===== config.mk =====
export PLATFORM = sky130hd
export DESIGN_NAME = pm_capability_config_regs
export DESIGN_NICKNAME = d
export VERILOG_FILES = /design/src/design/pm_cap_pkg.sv /design/src/design/pm_capability_config_regs.sv
export SDC_FILE = /design/constraint.sdc
export NUM_CORES = 1
export LEC_CHECK = 0
export ABC_AREA = 0
export BUFFER_PORTS_ARGS = -buffer_cell sky130_fd_sc_hd__buf_4
export CAP_MARGIN = 20
export CORE_UTILIZATION = 44
export CTS_CLUSTER_DIAMETER = 200
export DETAILED_ROUTE_END_ITERATION = 8
export PLACE_DENSITY = 0.84
export SLEW_MARGIN = 40
export SYNTH_ARGS = -nofsm -noshare
export SYNTH_HDL_FRONTEND = slang
export SYNTH_SLANG_ARGS = --single-unit

===== constraint.sdc =====
create_clock -name clk_i -period 2 [get_ports clk_i]
set_input_delay 0.4 -clock clk_i [delete_from_list [all_inputs] [get_ports clk_i]]
set_output_delay 0.4 -clock clk_i [all_outputs]
set_load 0.01 [all_outputs]

===== src/design/pm_cap_pkg.sv =====
// Constants for the power management capability register block.
`default_nettype none
package pm_cap_pkg;
   // ==========================================================
   // Bus widths
   localparam int ADDR_W = 8;
   localparam int DATA_W = 32;

   // ==========================================================
   // Register byte addresses
   localparam logic [7:0] OFS_INT_ROUTE = 8'h3C;
   localparam logic [7:0] OFS_CAP_HDR = 8'h80;
   localparam logic [7:0] OFS_PM_CTRL = 8'h84;
   localparam logic [7:0] OFS_IRQ_STAT = 8'hC0;
   localparam logic [7:0] OFS_IRQ_MASK = 8'hC4;

   // ==========================================================
   // Fixed and reset values
   localparam logic [7:0] INT_ROUTE_RST = 8'h00;
   localparam logic [7:0] INT_PIN_VAL = 8'h01;
   localparam logic [7:0] CAP_ID_VAL = 8'h01;
   localparam logic [7:0] NEXT_PTR_VAL = 8'h8C;
   localparam logic [2:0] PM_VERSION_VAL = 3'h3;
   localparam logic PME_CLK_VAL = 1'b0;
   localparam logic AUX_PWR_VAL = 1'b1;
   localparam logic DSI_RST = 1'b0;
   localparam logic [2:0] AUX_CUR_RST = 3'h7;
   localparam logic D1_SUP_RST = 1'b1;
   localparam logic D2_SUP_RST = 1'b1;
   localparam logic [4:0] PME_SUP_RST = 5'h08;
   localparam logic NO_SOFT_RST_RST = 1'b0;
   localparam logic [3:0] DATA_SEL_RST = 4'h0;
   localparam logic [7:0] PM_DATA_VAL = 8'h00;

   // ==========================================================
   // Field positions in the capability header, routing word and control word
   localparam int CAP_ID_LSB = 0;
   localparam int NEXT_PTR_LSB = 8;
   localparam int INT_PIN_LSB = 8;
   localparam int PM_VER_LSB = 16;
   localparam int PME_CLK_BIT = 19;
   localparam int AUX_PWR_BIT = 20;
   localparam int DSI_BIT = 21;
   localparam int AUX_CUR_LSB = 22;
   localparam int D1_SUP_BIT = 25;
   localparam int D2_SUP_BIT = 26;
   localparam int PME_SUP_LSB = 27;
   localparam int PSTATE_LSB = 0;
   localparam int NO_SOFT_RST_BIT = 3;
   localparam int PME_EN_BIT = 8;
   localparam int DATA_SEL_LSB = 9;
   localparam int PME_STAT_BIT = 15;
   localparam int PM_DATA_LSB = 24;

   // ==========================================================
   // Interrupt status bits
   localparam int IRQ_W = 3;
   localparam int IRQ_WAKE_BIT = 0;
   localparam int IRQ_PME_SENT_BIT = 1;
   localparam int IRQ_SOFT_RST_BIT = 2;

   // Power states.
   typedef enum logic [1:0] {
      PS_D0,
      PS_D1,
      PS_D2,
      PS_D3HOT
   } pstate_t;
endpackage : pm_cap_pkg
`default_nettype wire


===== src/design/pm_capability_config_regs.sv =====
// Power management capability and interrupt routing configuration registers.
//
// The implementer's own choice: the strobed register port.
`timescale 1ns/100ps
`default_nettype none
// ==========================================================
module pm_capability_config_regs (
   input wire logic clk_i,
   input wire logic rst_i,
   input wire logic [pm_cap_pkg::ADDR_W-1:0] addr_i,
   input wire logic [pm_cap_pkg::DATA_W-1:0] wdata_i,
   input wire logic wr_i,
   input wire logic rd_i,
   output logic [pm_cap_pkg::DATA_W-1:0] rdata_o,
   input wire logic autoload_valid_i,
   input wire logic [10:0] autoload_caps_i,
   input wire logic autoload_no_soft_reset_i,
   input wire logic wake_event_i,
   input wire logic pme_sent_i,
   output logic pme_msg_req_o,
   output logic soft_reset_o,
   output logic [1:0] power_state_o,
   output logic irq_o
);
   import pm_cap_pkg::*;

   // ==========================================================
   // Decode helpers
   function automatic logic hit(input logic [ADDR_W-1:0] a, input logic [7:0] ofs);
      hit = (a == ofs);
   endfunction : hit

   logic wr_route, wr_ctrl, wr_stat, wr_mask;
   assign wr_route = wr_i && hit(addr_i, OFS_INT_ROUTE);
   assign wr_ctrl = wr_i && hit(addr_i, OFS_PM_CTRL);
   assign wr_stat = wr_i && hit(addr_i, OFS_IRQ_STAT);
   assign wr_mask = wr_i && hit(addr_i, OFS_IRQ_MASK);

   // ==========================================================
   // Registers
   logic [7:0] int_route_r;
   pstate_t pstate_r;
   logic pme_en_r;
   logic pme_stat_r;
   logic [3:0] data_sel_r;
   logic dsi_r;
   logic [2:0] aux_cur_r;
   logic d1_sup_r;
   logic d2_sup_r;
   logic [4:0] pme_sup_r;
   logic no_soft_rst_r;
   logic [IRQ_W-1:0] irq_stat_r;
   logic [IRQ_W-1:0] irq_mask_r;
   logic [DATA_W-1:0] rdata_r;
   logic pme_req_r;
   logic soft_rst_r;
   logic irq_r;

   // ==========================================================
   // Wake input synchroniser and edge detect
   logic wake_s1_r, wake_s2_r, wake_s3_r;
   logic wake_evt;

   always_ff @(posedge clk_i or posedge rst_i) begin
      if (rst_i) begin
         wake_s1_r <= 1'b0;
         wake_s2_r <= 1'b0;
         wake_s3_r <= 1'b0;
      end else begin
         wake_s1_r <= wake_event_i;
         wake_s2_r <= wake_s1_r;
         wake_s3_r <= wake_s2_r;
      end
   end

   assign wake_evt = wake_s2_r && !wake_s3_r;

   // ==========================================================
   // Power state and hot reset
   logic hot_reset_req;
   // A D0 write out of D3hot restarts the function internally unless the
   // no-soft-reset flag says that context survives the transition.
   assign hot_reset_req = wr_ctrl && (pstate_r == PS_D3HOT) &&
                          (wdata_i[PSTATE_LSB +: 2] == 2'(PS_D0)) &&
                          !no_soft_rst_r;

   always_ff @(posedge clk_i or posedge rst_i) begin
      if (rst_i) begin
         pstate_r <= PS_D0;
      end else if (wr_ctrl) begin
         pstate_r <= pstate_t'(wdata_i[PSTATE_LSB +: 2]);
      end
   end

   always_ff @(posedge clk_i or posedge rst_i) begin
      if (rst_i) begin
         soft_rst_r <= 1'b0;
      end else begin
         soft_rst_r <= hot_reset_req;
      end
   end

   // ==========================================================
   // Interrupt routing byte
   // The internal hot reset returns routing to its reset value as well.
   always_ff @(posedge clk_i or posedge rst_i) begin
      if (rst_i) begin
         int_route_r <= INT_ROUTE_RST;
      end else if (soft_rst_r) begin
         int_route_r <= INT_ROUTE_RST;
      end else if (wr_route) begin
         int_route_r <= wdata_i[7:0];
      end
   end

   // ==========================================================
   // PME enable, data select and pending status
   always_ff @(posedge clk_i or posedge rst_i) begin
      if (rst_i) begin
         pme_en_r <= 1'b0;
         data_sel_r <= DATA_SEL_RST;
      end else if (wr_ctrl) begin
         pme_en_r <= wdata_i[PME_EN_BIT];
         data_sel_r <= wdata_i[DATA_SEL_LSB +: 4];
      end
   end

   // A wake in the same cycle as the send wins, so no event is lost.
   always_ff @(posedge clk_i or posedge rst_i) begin
      if (rst_i) begin
         pme_stat_r <= 1'b0;
      end else if (wake_evt && pme_en_r) begin
         pme_stat_r <= 1'b1;
      end else if (pme_sent_i) begin
         pme_stat_r <= 1'b0;
      end
   end

   // The request drops as soon as the sent strobe arrives.
   always_ff @(posedge clk_i or posedge rst_i) begin
      if (rst_i) begin
         pme_req_r <= 1'b0;
      end else begin
         pme_req_r <= pme_stat_r && pme_en_r && !pme_sent_i;
      end
   end

   // ==========================================================
   // Loadable capability fields
   always_ff @(posedge clk_i or posedge rst_i) begin
      if (rst_i) begin
         dsi_r <= DSI_RST;
         aux_cur_r <= AUX_CUR_RST;
         d1_sup_r <= D1_SUP_RST;
         d2_sup_r <= D2_SUP_RST;
         pme_sup_r <= PME_SUP_RST;
         no_soft_rst_r <= NO_SOFT_RST_RST;
      end else if (autoload_valid_i) begin
         dsi_r <= autoload_caps_i[0];
         aux_cur_r <= autoload_caps_i[3:1];
         d1_sup_r <= autoload_caps_i[4];
         d2_sup_r <= autoload_caps_i[5];
         pme_sup_r <= autoload_caps_i[10:6];
         no_soft_rst_r <= autoload_no_soft_reset_i;
      end
   end

   // ==========================================================
   // Interrupt status and mask
   logic [IRQ_W-1:0] irq_set;
   assign irq_set = {soft_rst_r, pme_sent_i && pme_stat_r, wake_evt};

   always_ff @(posedge clk_i or posedge rst_i) begin
      if (rst_i) begin
         irq_stat_r <= '0;
      end else begin
         irq_stat_r <= (irq_stat_r & ~(wr_stat ? wdata_i[IRQ_W-1:0] : '0)) | irq_set;
      end
   end

   always_ff @(posedge clk_i or posedge rst_i) begin
      if (rst_i) begin
         irq_mask_r <= '0;
      end else if (wr_mask) begin
         irq_mask_r <= wdata_i[IRQ_W-1:0];
      end
   end

   always_ff @(posedge clk_i or posedge rst_i) begin
      if (rst_i) begin
         irq_r <= 1'b0;
      end else begin
         irq_r <= |(irq_stat_r & irq_mask_r);
      end
   end

   // ==========================================================
   // Read path
   logic [DATA_W-1:0] cap_word, ctrl_word, route_word, rd_mux;

   always_comb begin
      cap_word = '0;
      cap_word[CAP_ID_LSB +: 8] = CAP_ID_VAL;
      cap_word[NEXT_PTR_LSB +: 8] = NEXT_PTR_VAL;
      cap_word[PM_VER_LSB +: 3] = PM_VERSION_VAL;
      cap_word[PME_CLK_BIT] = PME_CLK_VAL;
      cap_word[AUX_PWR_BIT] = AUX_PWR_VAL;
      cap_word[DSI_BIT] = dsi_r;
      cap_word[AUX_CUR_LSB +: 3] = aux_cur_r;
      cap_word[D1_SUP_BIT] = d1_sup_r;
      cap_word[D2_SUP_BIT] = d2_sup_r;
      cap_word[PME_SUP_LSB +: 5] = pme_sup_r;
   end

   always_comb begin
      ctrl_word = '0;
      ctrl_word[PSTATE_LSB +: 2] = pstate_r;
      ctrl_word[NO_SOFT_RST_BIT] = no_soft_rst_r;
      ctrl_word[PME_EN_BIT] = pme_en_r;
      ctrl_word[DATA_SEL_LSB +: 4] = data_sel_r;
      ctrl_word[PME_STAT_BIT] = pme_stat_r;
      ctrl_word[PM_DATA_LSB +: 8] = PM_DATA_VAL;
   end

   always_comb begin
      route_word = '0;
      route_word[7:0] = int_route_r;
      route_word[INT_PIN_LSB +: 8] = INT_PIN_VAL;
   end

   always_comb begin
      rd_mux = '0;
      case (addr_i)
         OFS_INT_ROUTE: rd_mux = route_word;
         OFS_CAP_HDR: rd_mux = cap_word;
         OFS_PM_CTRL: rd_mux = ctrl_word;
         OFS_IRQ_STAT: rd_mux = {{(DATA_W-IRQ_W){1'b0}}, irq_stat_r};
         OFS_IRQ_MASK: rd_mux = {{(DATA_W-IRQ_W){1'b0}}, irq_mask_r};
         default: rd_mux = '0;
      endcase
   end

   // Read data stand for as many cycles as rd_i was high, then return to zero.
   always_ff @(posedge clk_i or posedge rst_i) begin
      if (rst_i) begin
         rdata_r <= '0;
      end else begin
         rdata_r <= rd_i ? rd_mux : '0;
      end
   end

   assign rdata_o = rdata_r;
   assign pme_msg_req_o = pme_req_r;
   assign soft_reset_o = soft_rst_r;
   assign power_state_o = pstate_r;
   assign irq_o = irq_r;
endmodule : pm_capability_config_regs
`default_nettype wire


After elaboration in Yosys (flattened, before gate mapping) --
Index checks and enable logic that the tools add are counted. Widths: inputs -> output; s select.
Word-level totals: register bits after elaboration 72, output and inout bits 37, bits of input ports 59, logic and storage cells 56
Operators by class: bitwise logic cells 4, reduce and logical (&&, ||, !) cells 19, muxes and demuxes 7, eq/ne operators 6
Operators with widths (number):
- $pmux 32 s5 | 1
- $eq 8x8->1 const B | 4
- $mux 32 | 1
- $mux 8 | 2
- $logic_and 1x1->1 | 12
- $eq 8x6->1 const B | 1
- $and 3x3->3 | 2
- $reduce_bool 2->1 | 2
- $logic_not 1->1 | 3
- $mux 3 | 1
- $not 3->3 | 1
- $or 3x3->3 | 1
- $reduce_or 3->1 | 1
- $eq 2x2->1 const B | 1
- $logic_not 2->1 | 1
- $mux 1 | 2

Logic depth before layout (Yosys ltp) --
depth after elaboration 6, depth in mapped cells 7, depth with buffers taken out 4

Worst setup path after synthesis --
OpenSTA, ideal clock, no wires.
kind input to register, start input addr_i[3] in the netlist's numbering, end register data_sel_r[0], arrival time 1.676 ns, data required time 1.875 ns, path slack 0.199 ns, stages on the path 5, setup time 0.125 ns, buffers on the path 1, path through or4b_4 nor2_1 and4_1 buf_4 mux2_2
Between the ends: word-level cells in the longest chain between the ends 2
RTL lines:
- start, declared | line pm_capability_config_regs.sv:10 | input wire logic [pm_cap_pkg::ADDR_W-1:0] addr_i,
- $eq 8x8->1 | line pm_capability_config_regs.sv:30 | hit = (a == ofs);
- $logic_and 1x1->1 | line pm_capability_config_regs.sv:35 | assign wr_ctrl = wr_i && hit(addr_i, OFS_PM_CTRL);
- end signal, assigned | line pm_capability_config_regs.sv:124 | data_sel_r <= wdata_i[DATA_SEL_LSB +: 4];
- end, declared | line pm_capability_config_regs.sv:45 | logic [3:0] data_sel_r;
Every way passes these cells. A chain may end at the register's enable or synchronous reset.

Final worst setup path --
start input addr_i[3] in the netlist's numbering, end register data_sel_r[3]
Same word-level chain as after synthesis.

==> summary.txt <==
largest net degree at the start of global routing = 46
#FFs+latches synth = 66
Core Rows = 27
Slew @ Worst Pin = 0.528 ns
Fillers = 436
top cells by area, synth = dfrtp_1 57%, mux2_2 9.8%, dfstp_2 6.0%
I/O Buffers = 72
full die area = 6320 µm²
CP Max Fanout = 4
switching power = 626 µW
max-cap viol count = 0
Tot GR Track Use = 0.192
switching power share of the total = 0.218
Final Hold Fails = 0
CTS Buf Count = 9
RSZ-0062 raised after global routing = no
Critical Path, Cell by Cell = buf_4, or4b_4, nor2_1, and4_1, buf_4, mux2_2
Post-Synth Adder-Cell Area = 0
Final Cell Area = 3450 µm²
Worst EP arrival = 1.90 ns
CTS root buffer = clkbuf_8
fin crit period = 1.68 ns
Power per Cell Area = 830 nW/µm²
placed cell area = 3230 µm²
Vias per Instance = 4.99
leading register cell type out of synthesis = dfrtp_1
drt wl/cell = 15.8 µm
GR Overflow Total = 0
first-pass GRT wire length = 8.76 mm
Leak = 1.74 nW
top-area cell type share of the netlist area = 0.568
Initial Util = 0.468
Worst Hold Class = input pin to asynchronous set/reset pin
clk slew on worst S/H paths = 0.07 ns
Max Slew Vio Count = 0
Clk Latency, worst-skew pair = 0.34 ns
Synth Area in Compound Gates = 0.0587
total power = 2.87 mW
leading cell types by count after synthesis = 60 x dfrtp_1, 23 x mux2_2, 13 x nand2_1
Comb pwr share = 0.072
CP max stage cell = or4b_4
crit end category = flop
GPL Wtd Cong = 0.824
CP most frequent cell = buf_4
Hold Buf Count CTS = 0
Syn Std Cell Area = 2640 µm²
Reg power frac = 0.497
Syn Inst Count = 200
synth unique cells = 38
CP required = 2.22 ns
ant diodes = 0
core area = 5640 µm²
Post-synth ARST share = 1.00
Post-CTS Resized = 0
number of setup violations in the final report = 0
number of buffers on the longest clock path = 2
area of the multi-input gates = 872 µm²
area leader, netlist = dfrtp_1
P_int = 2.24 mW
post-route core utilization = 0.612
# nets final = 335
vias in the first global route = 1787
# clock sinks = 66
drt drc = 0
CP Launch Type = input pin
syn avg cell area = 13.2 µm²
DR pass1 iterations = 4
HPWL Detailed = 3.86 mm
worst setup path category = input pin to flop
share of layout cells above drive strength 1 = 0.502
CTS tree = built
placed cells = 337
Die X = 79.5 µm
Rel. slew slack = 0.648
crit path buf inv count = 2
antenna violations before repair = 0
register area share after synthesis = 0.628
Largest delay share family, worst path = simple AND/OR/NAND/NOR gates
Synth Area in XOR/XNOR = 0
top-count cell post-synth = dfrtp_1
Post-Synth Simple-Gate Area = 0.156
htree depth = 3
post-route ant nets = 0
number of post-CTS setup repair buffers = 0
Non-Filler Instances = 353
Yosys warning count = 0
VDD IR-drop max = 557 µV
number of synthesized flops with an enable pin = 0
max frequency = 596 MHz
top-level I/O count = 96
hold slack = 0.0829 ns
clock skew = 0.00850 ns
initial drt markers = 111
main combinational cell family by area after synthesis = simple AND/OR/NAND/NOR gates
mux share of post-synthesis cell area = 0.109
period utilisation layout = 0.839
total wire length = 5.57 mm
max incr delay on CP = 0.57 ns
synth-to-layout area growth = 30.7%
Die Y = 79.5 µm
vias after detailed routing = 1761
status = completed
Clock power frac = 0.431
FF/Latch Area = 1660 µm²
[power groups by stage]
stage	Sequential, mW	Clock (mW)	Combinational, mW
after floorplan	1.44	0	0.111
after global placement	1.44	0	0.198
after detailed placement	1.45	0	0.205
after CTS	1.42	1.26	0.207
after global routing	1.43	1.32	0.227
final	1.42	1.24	0.206
[stage by stage]
stage	TNS, ns	setup WS (ns)
global route	0	0.273
CTS	0	0.321
finish	0	0.322
global placement	0	0.0238
floorplan	0	0.199
detailed placement	-0.0286	-0.0155
[cell families after synthesis]
family                 after synthesis
muxes                               26
DFF                                 66
and+or+nand+nor                     66
AOI/OAI and AO/OA                   23
other                                1
buffers and inverters               18
[worst paths after layout]
path | startpoint | to | slack (ns) | depth (start not counted)
setup / recovery | addr_i[3] | data_sel_r[3]$_DFFE_PP0N_ | 0.32 | 6
hold / removal | rst_i | pme_sup_r[2]$_DFFE_PP0P_ | 0.08 | 2
setup reg to reg | irq_mask_r[2]$_DFFE_PP0P_ | rdata_o[2]$_DFF_PP0_ | 0.97 | 3
hold reg to reg | wake_s1_r$_DFF_PP0_ | wake_s2_r$_DFF_PP0_ | 0.35 | 0
max in group asynchronous | rst_i | rdata_o[6]$_DFF_PP0_ | 1.35 | 3
min in group clk_i | wake_event_i | wake_s1_r$_DFF_PP0_ | 0.17 | 1
[metal layers]
| metal | routed length [µm] | track usage |
|---|---|---|
| met3 | 331 | 0.0606 |
| met2 | 2830 | 0.303 |
| met1 | 2250 | 0.227 |
| met4 | 153 | 0.116 |
| met5 | 0 | 0 |
[area by class of cell]
type	instances	area share
clock inverters	6	0.0257
clock buffers	10	0.0399
well taps	72	0.0261
multi-input cells	119	0.253
inverters	3	0.00435
flip-flops and latches	66	0.480
repair buffers	77	0.171
[sequential cells by signal, summed over array words and instances, names as in the netlist, 2 cells and up]
name / count
int_route_r: 8
aux_cur_r: 3
pme_sup_r: 5
irq_stat_r: 3
power_state_o: 2
data_sel_r: 4
rdata_o: 26
irq_mask_r: 3
[cells in the final DEF, fill, tap and decap left out]
cell / netlist / routed
a21oi_1: 10 / 10
nor2_1: 7 / 7
and2_1: 2 / 2
nand3b_1: 1 / 1
and3_1: 6 / 6
nor4_1: 1 / 1
o21ai_0: 1 / 1
nor2b_1: 3 / 3
nand4_1: 1 / 1
buf_4: 7 / 76
and4_1: 2 / 2
a32o_1: 1 / 1
and4bb_4: 1 / 1
bufinv_16: 0 / 2
and2_2: 11 / 11
or4b_4: 1 / 1
buf_12: 0 / 1
inv_1: 3 / 2
a21o_1: 3 / 3
a22oi_1: 3 / 3
nor3b_1: 2 / 2
clkbuf_8: 2 / 10
nand2_1: 13 / 13
clkinvlp_4: 0 / 3
a22o_1: 1 / 1
inv_6: 0 / 1
dfstp_2: 6 / 6
nand3_1: 10 / 10
nor4b_1: 1 / 1
and4b_2: 1 / 1
a21o_2: 3 / 3
conb_1: 1 / 4
clkinv_2: 0 / 1
dfrtp_1: 60 / 60
a222oi_1: 1 / 1
mux2i_1: 3 / 3
nor3_4: 1 / 1
mux2_2: 23 / 23
nand4b_1: 2 / 2
[worst reg2reg max path, cell delays in order, from the launching register on]
cell and delay (ns):
dfrtp_1 0.39, mux2_2 0.27, a22oi_1 0.18, nor2_1 0.07
Note: power is estimated with default switching activity, not from simulation.
